==> config.mk <==
export PLATFORM = sky130hd
export DESIGN_NAME = calu_top
export DESIGN_NICKNAME = d
export VERILOG_FILES = /design/src/core/calu_pkg.sv /design/src/core/calu_top.sv /design/src/core/calu_core.sv
export SDC_FILE = /design/constraint.sdc
export NUM_CORES = 1
export LEC_CHECK = 0
export ABC_AREA = 1
export BUFFER_PORTS_ARGS = -buffer_cell sky130_fd_sc_hd__clkbuf_2
export CAP_MARGIN = 20
export CORE_ASPECT_RATIO = 1.2
export CORE_MARGIN = 2
export CORE_UTILIZATION = 56
export CTS_CLUSTER_SIZE = 40
export DETAILED_ROUTE_END_ITERATION = 8
export PLACE_DENSITY_LB_ADDON = 0.05
export SLEW_MARGIN = 20
export SYNTH_ARGS = -nofsm -noshare
export SYNTH_HDL_FRONTEND = slang
export SYNTH_SLANG_ARGS = --single-unit
==> constraint.sdc <==
create_clock -name CLK -period 3.91 [get_ports CLK]
set_clock_uncertainty 0.1 [all_clocks]
set_input_delay 0.1955 -clock CLK [delete_from_list [all_inputs] [get_ports CLK]]
set_output_delay 0.1955 -clock CLK [all_outputs]
set_load 0.05 [all_outputs]
==> src/core/calu_pkg.sv <==
`default_nettype none
package calu_pkg;

	// Datapath width of one slice
	localparam int CALU_DATA_W = 16;

	// Function select codes
	localparam logic [2:0] CALU_FN_CLEAR = 3'h0;
	localparam logic [2:0] CALU_FN_NOTA_B = 3'h1;
	localparam logic [2:0] CALU_FN_A_NOTB = 3'h2;
	localparam logic [2:0] CALU_FN_ADD = 3'h3;
	localparam logic [2:0] CALU_FN_XOR = 3'h4;
	localparam logic [2:0] CALU_FN_OR = 3'h5;
	localparam logic [2:0] CALU_FN_AND = 3'h6;
	localparam logic [2:0] CALU_FN_PRESET = 3'h7;

	// Register bus map, byte addresses
	localparam logic [11:0] CALU_OFS_CTRL = 12'h000;
	localparam logic [11:0] CALU_OFS_STATUS = 12'h004;
	localparam int CALU_CTRL_FREEZE_BIT = 0;
	localparam logic CALU_CTRL_FREEZE_RST = 1'b0;
	localparam int CALU_STAT_FLAGS_LSB = 16;

	// Reset values of the datapath registers and the read data register
	localparam logic [15:0] CALU_OPERAND_RST = 16'h0000;
	localparam logic [15:0] CALU_RESULT_RST = 16'h0000;
	localparam logic [31:0] CALU_RDATA_RST = 32'h0000_0000;

	// Cascade and status flags
	typedef struct packed {
		logic c16;
		logic prop;
		logic gen;
		logic ovf;
		logic zero;
	} calu_status_type;

	// Arithmetic codes are the only ones with carry chain meaning
	function automatic logic calu_is_arith(input logic [2:0] fsel);
		return (fsel == CALU_FN_NOTA_B) || (fsel == CALU_FN_A_NOTB) || (fsel == CALU_FN_ADD);
	endfunction

endpackage

`default_nettype wire

==> src/core/calu_top.sv <==
// Local design decisions: register access over APB and the register addresses.
`timescale 1ns/1ps
`default_nettype none

module calu_top (
	// Clock and reset
	input wire logic CLK,
	input wire logic SYS_RST,
	// APB slave
	input wire logic PSEL,
	input wire logic PENABLE,
	input wire logic PWRITE,
	input wire logic [11:0] PADDR,
	input wire logic [31:0] PWDATA,
	output logic [31:0] PRDATA,
	output logic PREADY,
	output logic PSLVERR,
	// Operands and carry
	input wire logic [15:0] A_IN,
	input wire logic [15:0] B_IN,
	input wire logic CARRY_IN,
	// Datapath control
	input wire logic [2:0] FUNCTION_SELECT,
	input wire logic A_REG_LOAD_LOW,
	input wire logic B_REG_LOAD_LOW,
	input wire logic RESULT_REG_LOAD_LOW,
	input wire logic OPERAND_REG_BYPASS,
	input wire logic RESULT_REG_BYPASS,
	input wire logic A_OPERAND_SEL,
	input wire logic B_OPERAND_SEL,
	// Results
	output logic [15:0] F_OUT,
	output calu_pkg::calu_status_type STATUS_OUT
);
	import calu_pkg::*;

	logic [15:0] a_reg_r;
	logic [15:0] a_reg_nxt;
	logic [15:0] b_reg_r;
	logic [15:0] b_reg_nxt;
	logic [15:0] result_r;
	logic [15:0] result_nxt;
	logic freeze_r;
	logic freeze_nxt;
	logic [31:0] rdata_r;
	logic [31:0] rdata_nxt;
	logic [15:0] a_src;
	logic [15:0] b_src;
	logic [15:0] core_a;
	logic [15:0] core_b;
	logic [15:0] core_f;
	calu_status_type core_status;
	logic apb_setup;
	logic apb_access;
	logic addr_hit;

	// Decode used by the error answer; read data compares the address itself
	function automatic logic calu_mapped(input logic [11:0] addr);
		return (addr == CALU_OFS_CTRL) || (addr == CALU_OFS_STATUS);
	endfunction

	// APB phases
	assign apb_setup = PSEL & ~PENABLE;
	assign apb_access = PSEL & PENABLE;
	assign addr_hit = calu_mapped(PADDR);

	// Operand and result register next values; freeze lets software hold a result
	always_comb begin
		a_reg_nxt = a_reg_r;
		b_reg_nxt = b_reg_r;
		result_nxt = result_r;
		if (!A_REG_LOAD_LOW && !freeze_r) begin
			a_reg_nxt = A_IN;
		end
		if (!B_REG_LOAD_LOW && !freeze_r) begin
			b_reg_nxt = B_IN;
		end
		if (!RESULT_REG_LOAD_LOW && !freeze_r) begin
			result_nxt = core_f;
		end
	end

	// Datapath registers
	always_ff @(posedge CLK or posedge SYS_RST) begin
		if (SYS_RST) begin
			a_reg_r <= CALU_OPERAND_RST;
			b_reg_r <= CALU_OPERAND_RST;
			result_r <= CALU_RESULT_RST;
		end else begin
			a_reg_r <= a_reg_nxt;
			b_reg_r <= b_reg_nxt;
			result_r <= result_nxt;
		end
	end

	// Bypass picks live inputs; the registers still load behind it
	always_comb begin
		a_src = OPERAND_REG_BYPASS ? A_IN : a_reg_r;
		b_src = OPERAND_REG_BYPASS ? B_IN : b_reg_r;
	end

	// Operand select; feedback always uses the register, never the bypass path
	always_comb begin
		unique case ({B_OPERAND_SEL, A_OPERAND_SEL})
			2'h0: begin
				core_b = result_r;
				core_a = a_src;
			end
			2'h1: begin
				core_b = 16'h0000;
				core_a = a_src;
			end
			2'h2: begin
				core_b = b_src;
				core_a = 16'h0000;
			end
			2'h3: begin
				core_b = b_src;
				core_a = a_src;
			end
		endcase
	end

	// Arithmetic and logic core
	calu_core u_core (
		.op_a(core_a),
		.op_b(core_b),
		.carry_in(CARRY_IN),
		.function_select(FUNCTION_SELECT),
		.result(core_f),
		.status(core_status)
	);

	// Result pins; bypass trades a register stage for a longer path
	always_comb begin
		F_OUT = RESULT_REG_BYPASS ? core_f : result_r;
		STATUS_OUT = core_status;
	end

	// Register bus next values; read data is captured in setup for a zero-wait access
	always_comb begin
		freeze_nxt = freeze_r;
		rdata_nxt = rdata_r;
		if (apb_access && PWRITE && PADDR == CALU_OFS_CTRL) begin
			freeze_nxt = PWDATA[CALU_CTRL_FREEZE_BIT];
		end
		if (apb_setup && !PWRITE) begin
			rdata_nxt = CALU_RDATA_RST;
			if (PADDR == CALU_OFS_CTRL) begin
				rdata_nxt[CALU_CTRL_FREEZE_BIT] = freeze_r;
			end else if (PADDR == CALU_OFS_STATUS) begin
				rdata_nxt[15:0] = result_r;
				rdata_nxt[CALU_STAT_FLAGS_LSB +: 5] = core_status;
			end
		end
	end

	// Register bus state
	always_ff @(posedge CLK or posedge SYS_RST) begin
		if (SYS_RST) begin
			freeze_r <= CALU_CTRL_FREEZE_RST;
			rdata_r <= CALU_RDATA_RST;
		end else begin
			freeze_r <= freeze_nxt;
			rdata_r <= rdata_nxt;
		end
	end

	// Bus answers; unmapped addresses error in the access phase
	always_comb begin
		PREADY = 1'b1;
		PSLVERR = apb_access & ~addr_hit;
		PRDATA = rdata_r;
	end
endmodule

`default_nettype wire

==> src/core/calu_core.sv <==
`timescale 1ns/1ps
`default_nettype none

// Combinational arithmetic core with cascade outputs
module calu_core (
	// Operands
	input wire logic [15:0] op_a,
	input wire logic [15:0] op_b,
	input wire logic carry_in,
	// Control
	input wire logic [2:0] function_select,
	// Results
	output logic [15:0] result,
	output calu_pkg::calu_status_type status
);
	import calu_pkg::*;

	logic [15:0] in_a;
	logic [15:0] in_b;
	logic [16:0] sum;
	logic [16:0] gen_sum;

	// Operand inversion for the two subtract-style codes
	always_comb begin
		in_a = (function_select == CALU_FN_NOTA_B) ? ~op_a : op_a;
		in_b = (function_select == CALU_FN_A_NOTB) ? ~op_b : op_b;
		sum = {1'b0, in_a} + {1'b0, in_b} + {16'h0000, carry_in};
		gen_sum = {1'b0, in_a} + {1'b0, in_b};
	end

	// Function mux
	always_comb begin
		unique case (function_select)
			CALU_FN_CLEAR: result = 16'h0000;
			CALU_FN_NOTA_B, CALU_FN_A_NOTB, CALU_FN_ADD: result = sum[15:0];
			CALU_FN_XOR: result = op_a ^ op_b;
			CALU_FN_OR: result = op_a | op_b;
			CALU_FN_AND: result = op_a & op_b;
			CALU_FN_PRESET: result = 16'hffff;
		endcase
	end

	// Cascade flags; carry-type flags only mean something for arithmetic
	always_comb begin
		status.zero = (result == 16'h0000);
		status.c16 = calu_is_arith(function_select) & sum[16];
		status.gen = calu_is_arith(function_select) & gen_sum[16];
		status.prop = calu_is_arith(function_select) & (&(in_a | in_b));
		status.ovf = calu_is_arith(function_select) & (in_a[15] == in_b[15])
			& (sum[15] != in_a[15]);
	end

endmodule

`default_nettype wire

==> key figures, run 1 <==
Floorplan
  • Initial Util: 0.570
  • Top-level I/O count: 147
  • Die W: 105 um
  • Core ar.: 12000 sq um
  • Num rows: 44
  • Die area: 13100 sq um
  • Die height: 125 um

Logic synthesis
  • Post-Synthesis Cells: 1021
  • Seq/Total Area, Yosys: 0.256
  • Synth warn: 0
  • Syn Area/Cell: 6.70 sq um
  • FFs w/ async S/R, synth: 1.00
  • Flops & latches, synth: 70
  • Synth Cell Area: 6840 sq um
  • Synth unique cells: 38
  • Synth Flop Type: dfrtp_1
  • Number of flops mapped to enable cells by yosys: 0

Cells and area
  • # diodes: 0
  • Area of the multi-input gates: 4680 sq um
  • Design Area, Final: 9530 sq um
  • Most frequent cells in the layout: 222 x nand2_1, 152 x inv_1, 125 x buf_4
  • Layout filler cell count: 873
  • Sequential Area: 1750 sq um
  • Commonest non-fill, non-tap cell in the layout: nand2_1
  • Share of layout cells above drive strength 1: 0.317
  • # nets final: 1410
  • Area grow syn2layout: 39.3%

Worst setup path
  • Crit-path max FO: 3
  • Crit path launch type: flop
  • Crit path kind: flop to output pin
  • CP Data Required Time: 3.61 ns
  • FF-to-FF End: b_reg_r[0]$_DFFE_PP0P_
  • CP Capture Type: output pin
  • CP max stage delay: 0.43 ns
  • Worst setup path end: F_OUT[8]
  • Slowest cell on crit path: fa_2
  • Critical path arrival: 3.78 ns
  • Crit path from: b_reg_r[0]$_DFFE_PP0P_
  • R2R cell count: 28
  • R2r startpoint: b_reg_r[0]$_DFFE_PP0P_
  • Flop2flop setup slack: 0.03 ns

STA
  • Slew Limit Fails: 0
  • Endpoints failing setup: 8
  • RSZ-0062 raised after global routing: yes
  • Hold_ws: 0.0163 ns
  • Count of final hold-check violations: 0
  • Final Critical Period: 4.08 ns
  • Final period utilization: 1.04
  • Final setup margin: -0.170 ns
  • Max-slew headroom: 0.387
  • Worst-Margin Slew: 0.918 ns
  • Fmax: 245 MHz

GRT
  • Vias in the first global route: 7144
  • Largest net degree at the start of global routing: 42
  • GR peak layer: met2
  • Met2 Resource Use GR: 0.544
  • Grt ovf: 0
  • Initial antenna violation count: 0
  • Met1 GRT Util: 0.405
  • Total GRT Usage: 0.322
  • Global-route wire length before repair: 34200 um
  • Met3 Use GR: 0.0412

Placement
  • Dpl cell area: 8270 sq um
  • Port bufs: 103
  • DP Wirelength: 15100 um
  • Final weighted congestion in routability-driven placement: 0.905

Run status
  • Failing checks: setup timing
  • Status: finished, violations left

Routing
  • Final WL: 22300 um
  • Vias per inst: 5.34
  • Post-route DRC: 0
  • Initial DRC count: 622
  • Pre-Repair DR Iteration Count: 7
  • Via Count: 7562
  • Post-DRT Antenna Nets: 0
  • Avg WL per Cell: 15.8 um

Power
  • Leak pwr: 5.12 nW
  • Overall Power: 3.73 mW
  • Peak VDD IR: 0.000401 V
  • P per Cell Area: 391 nW/um^2

Run
  • Max-Cap Viols: 0

Clock tree
  • Clk buf depth: 2
  • Root buffer cell: clkbuf_16
  • H-tree levels: 3
  • Total CTS buffers: 9
  • Clk slew on worst S/H paths: 0.06 ns
  • Clock latency at the later pin of the worst-skew pair: 0.33 ns
  • CTS tree: yes
  • CTS Sinks: 70

Worst hold path
  • Worst hold path type: input port to flop
[area by class of cell]
cell class | instances | share of cell area
Clock buffer | 13 | 0.0252
Sequential cell | 70 | 0.184
Inverter | 171 | 0.0680
Tap cell | 161 | 0.0211
Timing Repair Buffer | 254 | 0.210
Multi-Input combinational cell | 745 | 0.491
Clock inverter | 2 | 0.00105
[repair_timing]
action	CTS	global route
setup endpoints to repair	14	18
endpoints found under the hold margin	58	0
setup buffers	33	14
pin swaps	21	51
hold buffers	19	0
resized for setup	50	106
[through the flow]
stage	TNS (ns)	util	instances	setup slack (ns)
after detailed placement	-0.797	0.689	1340	-0.168
after floorplan	0	-	1031	0.0429
after global placement	-0.354	0.689	1340	-0.0999
final	-0.667	0.794	1416	-0.170
after CTS	-0.413	0.759	1407	-0.162
after global routing	-2.57	0.794	1416	-0.338
[cell families (layout without fill, tap and decap cells)]
| kind of cell | after synthesis | after routing | share of synthesized area |
|---|---|---|---|
| flip-flops | 70 | 70 | 0.256 |
| adder cells (fa/ha/maj) | 67 | 67 | 0.124 |
| multiplexers | 10 | 10 | 0.0165 |
| XOR/XNOR | 32 | 32 | 0.0410 |
| other | 2 | 12 | 0.00110 |
| AND/OR/NAND/NOR | 451 | 451 | 0.295 |
| AO/OA/AOI/OAI | 173 | 173 | 0.136 |
| buffers and inverters | 216 | 440 | 0.132 |
[where the power goes]
group,total [mW],internal [mW],switching [mW]
clock network,0.719,0.424,0.295
logic,2.19,0.873,1.32
registers,0.819,0.791,0.0275
total,3.73,2.09,1.64
[worst min path at each step]
stage / from / end / slack [ns] / cells after the start
2_1_floorplan: A_IN[15] / a_reg_r[15]$_DFFE_PP0P_ / 0.21 / 2
3_3_place_gp: SYS_RST / freeze_r$_DFFE_PP0P_ / 0.32 / 2
3_5_place_dp: SYS_RST / PRDATA[0]$_DFFE_PP0P_ / 0.31 / 2
4_1_cts: B_IN[15] / b_reg_r[15]$_DFFE_PP0P_ / 0.003 / 3
5_1_grt: A_IN[11] / a_reg_r[11]$_DFFE_PP0P_ / 0.03 / 2
6_report: A_IN[9] / a_reg_r[9]$_DFFE_PP0P_ / 0.02 / 2
[synth_stat cells, types with 13 or more instances]
master / count / area share
ha_1: 66 / 0.12
o21ai_0: 122 / 0.089
dfrtp_1: 70 / 0.26
nand2_2: 16 / 0.015
nor3_1: 16 / 0.012
xor2_1: 32 / 0.041
nand3_1: 62 / 0.045
clkbuf_1: 22 / 0.012
inv_1: 164 / 0.090
buf_4: 13 / 0.014
a21oi_1: 34 / 0.025
nand2_1: 241 / 0.13
nor2_1: 72 / 0.039
[critical path: cells and delay by family, from the launching register on]
family,cells,cell delay (ns)
buffers and inverters,9,0.89
AOI/OAI and AO/OA,4,0.48
adders and majority gates,3,0.75
DFF,1,0.39
xor gates and xnor gates,1,0.18
and+or+nand+nor,8,0.76
[flip-flops by register name (all words and copies together), names as in the netlist]
name and flops:
PRDATA 21, a_reg_r 16, b_reg_r 16, result_r 16, freeze_r 1
[metal layers]
metal	up-vias	routed length [um]
li1	3662	-
met1	3519	8960
met2	310	11000
met3	71	1310
met4	0	1050
met5	-	0
Power figures use the tool's default switching activity.
==> inputs of run 2 (changes only) <==
--- a/config.mk
+++ b/config.mk
@@ -14,6 +14,7 @@
 export CTS_CLUSTER_SIZE = 40
 export DETAILED_ROUTE_END_ITERATION = 8
 export PLACE_DENSITY_LB_ADDON = 0.05
+export RECOVER_POWER = 25
 export SLEW_MARGIN = 20
 export SYNTH_ARGS = -nofsm -noshare
 export SYNTH_HDL_FRONTEND = slang
==> run 2 against run 1 <==
The run ends with capacitance limit, slew limit, setup timing left; routed wire length decreased by 0.11%; utilization decreased by 0.25 points; power about the same.
==> key figures, run 2 (synthesis gave the netlist of run 1 again) <==
Routing
  • Post-route DRC: 0
  • Initial DRC count: 583
  • Avg WL per Cell: 15.7 um
  • Final WL: 22300 um
  • Pre-Repair DR Iteration Count: 5
  • Vias per inst: 5.39
  • Via Count: 7632
  • Post-DRT Antenna Nets: 0

Placement
  • DP Wirelength: 15100 um
  • Dpl ws: -0.168 ns
  • Final weighted congestion in routability-driven placement: 0.905
  • Port bufs: 103
  • Dpl cells: 1340

STA
  • RSZ-0062 raised after global routing: yes
  • Slew Limit Fails: 42
  • Worst-Margin Slew: 1.63 ns
  • Final Critical Period: 4.08 ns
  • Final period utilization: 1.04
  • Final setup margin: -0.172 ns
  • Endpoints failing setup: 6
  • Setup TNS Final: -0.617 ns
  • Max-slew headroom: -0.0875
  • Fmax: 245 MHz
  • Count of final hold-check violations: 0

GRT
  • Grt ovf: 0
  • Total GRT Usage: 0.322
  • Global-route wire length before repair: 34200 um
  • Initial antenna violation count: 0
  • Vias in the first global route: 7144
  • Largest net degree at the start of global routing: 42

Clock tree
  • Root buffer cell: clkbuf_16
  • Total CTS buffers: 9
  • Clock latency at the later pin of the worst-skew pair: 0.33 ns
  • CTS Sinks: 70
  • Clk buf depth: 2
  • H-tree levels: 3
  • Clk slew on worst S/H paths: 0.06 ns
  • CTS tree: yes

Cells and area
  • Share of layout cells above drive strength 1: 0.299
  • Area grow syn2layout: 38.9%
  • Cell Count, Final, Fillers Out: 1416
  • Most frequent cells in the layout: 222 x nand2_1, 153 x inv_1, 124 x buf_4
  • Max FFs per register: 21
  • Commonest non-fill, non-tap cell in the layout: nand2_1
  • # diodes: 0
  • # nets final: 1410

Floorplan
  • Die height: 125 um
  • Die W: 105 um
  • Core ar.: 12000 sq um
  • Initial Util: 0.570
  • Die area: 13100 sq um
  • Num rows: 44
  • Top-level I/O count: 147

Worst setup path
  • Crit path kind: flop to output pin
  • Crit path buffers/inverters: 9
  • Critical path arrival: 3.79 ns
  • Crit path launch type: flop
  • CP Data Required Time: 3.61 ns
  • Delay-heaviest family, CP: buffers and inverters
  • Crit-path max FO: 3
  • Crit path from: b_reg_r[0]$_DFFE_PP0P_
  • CP Capture Type: output pin
  • Slowest cell on crit path: fa_2
  • CP max stage delay: 0.43 ns
  • R2r startpoint: b_reg_r[0]$_DFFE_PP0P_

Power
  • P per Cell Area: 392 nW/um^2
  • Leak pwr: 5.05 nW
  • Peak VDD IR: 0.000405 V

Run
  • Max-Cap Viols: 1

Run status
  • Failing checks: capacitance limit, slew limit, setup timing
  • Status: finished, violations left

Worst hold path
  • Min-delay src: B_IN[15]
  • Worst hold path type: input port to flop
run 2: area by class of cell:
type	count	area (sq um)
timing repair buffer	254	1970
clock inverter	2	10.0
clock buffer	13	240
tap	161	201
fill	886	2500
multi-input combinational	745	4680
sequential	70	1750
inverter	171	648
run 2: worst paths after layout:
path | endpoint | depth (start not counted) | slack, ns
setup / recovery | F_OUT[8] | 25 | -0.17
hold / removal | b_reg_r[15]$_DFFE_PP0P_ | 3 | 0.01
setup reg to reg | b_reg_r[0]$_DFFE_PP0P_ | 28 | 0.02
hold reg to reg | PRDATA[17]$_DFFE_PP0P_ | 2 | 0.38
max in group asynchronous | result_r[8]$_DFFE_PP0P_ | 4 | 1.69
min in group asynchronous | PRDATA[0]$_DFFE_PP0P_ | 3 | 0.81
run 2: per-layer routing:
metal	routed length (um)	share of wire	GRT usage
met5	0	0	0
met1	8900	0.40	0.405
met3	1390	0.062	0.0412
met4	1070	0.048	0.161
met2	10900	0.49	0.544
run 2: metrics by stage:
| stage | area, sq um | utilization | hold slack (ns) | power, mW |
|---|---|---|---|---|
| after floorplan | 6880 | - | 0.212 | 1.99 |
| after global placement | 8270 | 0.689 | 0.315 | 2.64 |
| after detailed placement | 8270 | 0.689 | 0.308 | 2.67 |
| after CTS | 9110 | 0.759 | 0.00260 | 3.52 |
| after global routing | 9500 | 0.792 | 0.0322 | 3.96 |
| final | 9500 | 0.792 | 0.0108 | 3.73 |
run 2: power by group:
| part | switching [mW] | total [mW] | internal [mW] |
|---|---|---|---|
| Sequential | 0.0274 | 0.819 | 0.791 |
| Combinational | 1.32 | 2.19 | 0.872 |
| Clock | 0.297 | 0.721 | 0.424 |
run 2: tightest hold or removal path, stage by stage:
cell and delay [ns]:
clkbuf_2 0.10, nand2_1 0.05, o21ai_0 0.06
run 2: repair_timing:
item / CTS / global route
resized for setup: 50 / 106
hold endpoints to repair: 58 / 0
pin swaps: 21 / 51
endpoints found under the setup margin: 14 / 18
cloned: 0 / 0
setup buffers: 33 / 14
hold buffers: 19 / 0
==> inputs of run 3 (changes only) <==
--- a/config.mk
+++ b/config.mk
@@ -9,8 +9,8 @@
 export BUFFER_PORTS_ARGS = -buffer_cell sky130_fd_sc_hd__clkbuf_2
 export CAP_MARGIN = 20
 export CORE_ASPECT_RATIO = 1.2
-export CORE_MARGIN = 2
-export CORE_UTILIZATION = 56
+export CORE_MARGIN = 1.5
+export CORE_UTILIZATION = 57
 export CTS_CLUSTER_SIZE = 40
 export DETAILED_ROUTE_END_ITERATION = 8
 export PLACE_DENSITY_LB_ADDON = 0.05
@@ -18,4 +18,5 @@
 export SLEW_MARGIN = 20
 export SYNTH_ARGS = -nofsm -noshare
 export SYNTH_HDL_FRONTEND = slang
+export SYNTH_HIERARCHICAL = 1
 export SYNTH_SLANG_ARGS = --single-unit
==> run 3 against run 2 <==
The run ends with hold timing, setup timing left; combinational power hardly changed; synthesized area increased by 0.62%; die area down 2.8%; first-iteration DRC count decreased by 14%; sequential share of layout area decreased by 0.14 points; synthesized cell count grew 0.98%; critical path depth fell by 1; sequential cell count stayed put; utilization rose by 2.9 points; critical endpoint is now F_OUT[15]; largest cell class unchanged; largest power group unchanged.
==> key figures, run 3 <==
Run status
  • Status: finished, violations left
  • Failing checks: hold timing, setup timing

Cells and area
  • Design Area, Final: 9580 sq um
  • Layout filler cell count: 786
  • Most frequent cells in the layout: 234 x nand2_1, 163 x inv_1, 116 x buf_4
  • Commonest non-fill, non-tap cell in the layout: nand2_1
  • Area grow syn2layout: 39.1%
  • # nets final: 1402
  • Cell Count, Final, Fillers Out: 1405
  • Share of layout cells above drive strength 1: 0.322
  • Max FFs per register: 21
  • # diodes: 0

Placement
  • Final weighted congestion in routability-driven placement: 0.921
  • Dpl cells: 1354
  • Port bufs: 103
  • Dpl cell area: 8330 sq um
  • DP Wirelength: 14900 um

STA
  • Count of final hold-check violations: 4
  • Hold_ws: -0.0102 ns
  • Slew Limit Fails: 0
  • Final period utilization: 1.02
  • RSZ-0062 raised after global routing: yes
  • Max-slew headroom: 0.203
  • Endpoints failing setup: 3
  • Worst-Margin Slew: 1.19 ns
  • Setup TNS Final: -0.147 ns
  • Fmax: 250 MHz
  • Final Critical Period: 4.00 ns
  • Final setup margin: -0.0855 ns

Power
  • Switch share: 0.437
  • Reg power frac: 0.213
  • Leak pwr: 4.95 nW
  • Clock Power Share: 0.219
  • Combinational Power Share: 0.568
  • P per Cell Area: 402 nW/um^2
  • Pint: 2.17 mW
  • Switching pwr: 1.68 mW
  • Peak VDD IR: 0.000274 V

Clock tree
  • Total CTS buffers: 9
  • CTS Sinks: 70
  • Clk slew on worst S/H paths: 0.06 ns
  • Clk buf depth: 2
  • CTS tree: yes
  • Root buffer cell: clkbuf_16
  • Clock latency at the later pin of the worst-skew pair: 0.34 ns
  • H-tree levels: 3

Routing
  • Pre-Repair DR Iteration Count: 7
  • Initial DRC count: 499
  • Post-DRT Antenna Nets: 0
  • Avg WL per Cell: 15.5 um
  • Final WL: 21800 um
  • Via Count: 7593
  • Post-route DRC: 0
  • Vias per inst: 5.40

Logic synthesis
  • Flops & latches, synth: 70
  • Top post-synthesis cells by count: 261 x nand2_1, 171 x inv_1, 106 x o21ai_0, 70 x dfrtp_1, 66 x ha_1
  • Synth warn: 6
  • FFs w/ async S/R, synth: 1.00
  • Yosys top cell by area: dfrtp_1
  • Count leader, synth: nand2_1
  • Post-Synthesis Cells: 1031
  • Synth top area cells: dfrtp_1 25%, nand2_1 14%, ha_1 12%
  • Seq/Total Area, Yosys: 0.254
  • Synth unique cells: 44
  • Synth Flop Type: dfrtp_1
  • Synth top area share: 0.254
  • Synth Cell Area: 6890 sq um
  • Number of flops mapped to enable cells by yosys: 0
  • Syn Area/Cell: 6.68 sq um

GRT
  • Vias in the first global route: 6512
  • Global-route wire length before repair: 30500 um
  • Initial antenna violation count: 0
  • Grt ovf: 0
  • Total GRT Usage: 0.310
  • Largest net degree at the start of global routing: 44

Floorplan
  • Num rows: 43
  • Top-level I/O count: 147
  • Die W: 103 um
  • Core ar.: 11700 sq um
  • Initial Util: 0.590
  • Die height: 123 um
  • Die area: 12800 sq um

Worst setup path
  • Flop2flop setup slack: 0.12 ns
  • Critical path arrival: 3.70 ns
  • CP Data Required Time: 3.61 ns
  • CP Capture Type: output pin
  • Crit path launch type: flop
  • Crit-path max FO: 6
  • Crit path kind: flop to output pin

Run
  • Max-Cap Viols: 0

Worst hold path
  • Worst hold path type: input port to flop
[run 3: cell types whose count changed after synthesis, sizes merged, moves of 7 or more]
| cell | delta |
|---|---|
| buf | +10 |
| a21oi | +23 |
| nand2 | +15 |
| a221oi | +10 |
| nand4 | -7 |
| nor3 | -18 |
| o211a | -7 |
| clkbuf | -8 |
| o21ai | +8 |
| nor2 | -14 |
| mux2 | -8 |
| inv | +8 |
[run 3: power by group through the flow]
stage	Combinational (mW)	Clock (mW)	Sequential (mW)
2_1_floorplan	1.16	0	0.822
3_3_place_gp	1.73	0	0.827
3_5_place_dp	1.76	0	0.830
4_1_cts	1.86	0.839	0.818
5_1_grt	2.37	0.875	0.825
6_report	2.19	0.841	0.820
[run 3: worst max-delay path, cell delays in order (launching register included)]
cell and delay (ns):
dfrtp_1 0.36, inv_1 0.07, a21oi_1 0.06, o21ai_1 0.15, o21ai_2 0.14, xor2_1 0.27, inv_1 0.12, ha_4 0.28
buf_4 0.14, nand2_4 0.07, inv_2 0.05, a21oi_4 0.17, nand2_4 0.08, nand2_2 0.08, nand2_4 0.07, nor2_8 0.16
nand2_4 0.08, nor2_4 0.15, nand3_4 0.12, o21ai_4 0.17, nand3_2 0.13, nand2_2 0.10, nand2_2 0.06, o21ai_2 0.12
buf_12 0.16
[run 3: path summary, 6_finish.rpt]
path	end	from	depth (start not counted)
min in group asynchronous	b_reg_r[11]$_DFFE_PP0P_	SYS_RST	3
setup reg to reg	PRDATA[17]$_DFFE_PP0P_	b_reg_r[5]$_DFFE_PP0P_	27
setup / recovery	F_OUT[15]	b_reg_r[5]$_DFFE_PP0P_	24
max in group asynchronous	a_reg_r[4]$_DFFE_PP0P_	SYS_RST	4
hold / removal	a_reg_r[2]$_DFFE_PP0P_	A_IN[2]	3
hold reg to reg	PRDATA[19]$_DFFE_PP0P_	PRDATA[19]$_DFFE_PP0P_	2
[run 3: area by class of cell]
type	count	area [sq um]	area share
multi-input combinational	745	4940	0.516
inverter	179	674	0.0704
clock inverter	3	42.5	0.00444
tap	157	196	0.0205
sequential	70	1750	0.183
clock buffer	13	260	0.0272
timing repair buffer	238	1710	0.179
[run 3: stage by stage]
stage / utilization / worst slack (ns) / total power [mW] / hold slack (ns)
2_1_floorplan: - / -0.0427 / 1.98 / 0.216
3_3_place_gp: 0.713 / -0.0535 / 2.56 / 0.311
3_5_place_dp: 0.713 / -0.111 / 2.59 / 0.314
4_1_cts: 0.767 / -0.0789 / 3.51 / 0.000478
5_1_grt: 0.820 / -0.262 / 4.07 / 0.0198
6_report: 0.820 / -0.0855 / 3.85 / -0.0102
[run 3: routing by layer]
metal | track usage | vias up | part of all wire
met5 | 0 | - | 0
met4 | 0.144 | 0 | 0.050
met3 | 0.0339 | 72 | 0.053
met2 | 0.522 | 335 | 0.49
met1 | 0.397 | 3526 | 0.41
li1 | - | 3660 | -
[run 3: kinds of logic (layout without fill, tap and decap cells)]
family | Yosys count | after routing | share of synthesized area
AO/OA/AOI/OAI | 206 | 206 | 0.171
XOR/XNOR | 33 | 33 | 0.0447
adder cells (fa/ha/maj) | 67 | 67 | 0.123
buffers and inverters | 226 | 433 | 0.135
flip-flops | 70 | 70 | 0.254
multiplexers | 2 | 2 | 0.00327
other | 2 | 12 | 0.00109
AND/OR/NAND/NOR | 425 | 425 | 0.267
[run 3: timing repair]
item	CTS	global route
gates resized for setup	37	153
hold buffers	14	0
buffers inserted	8	13
hold endpoints to repair	55	0
pin swaps	19	55
setup endpoints to repair	15	19
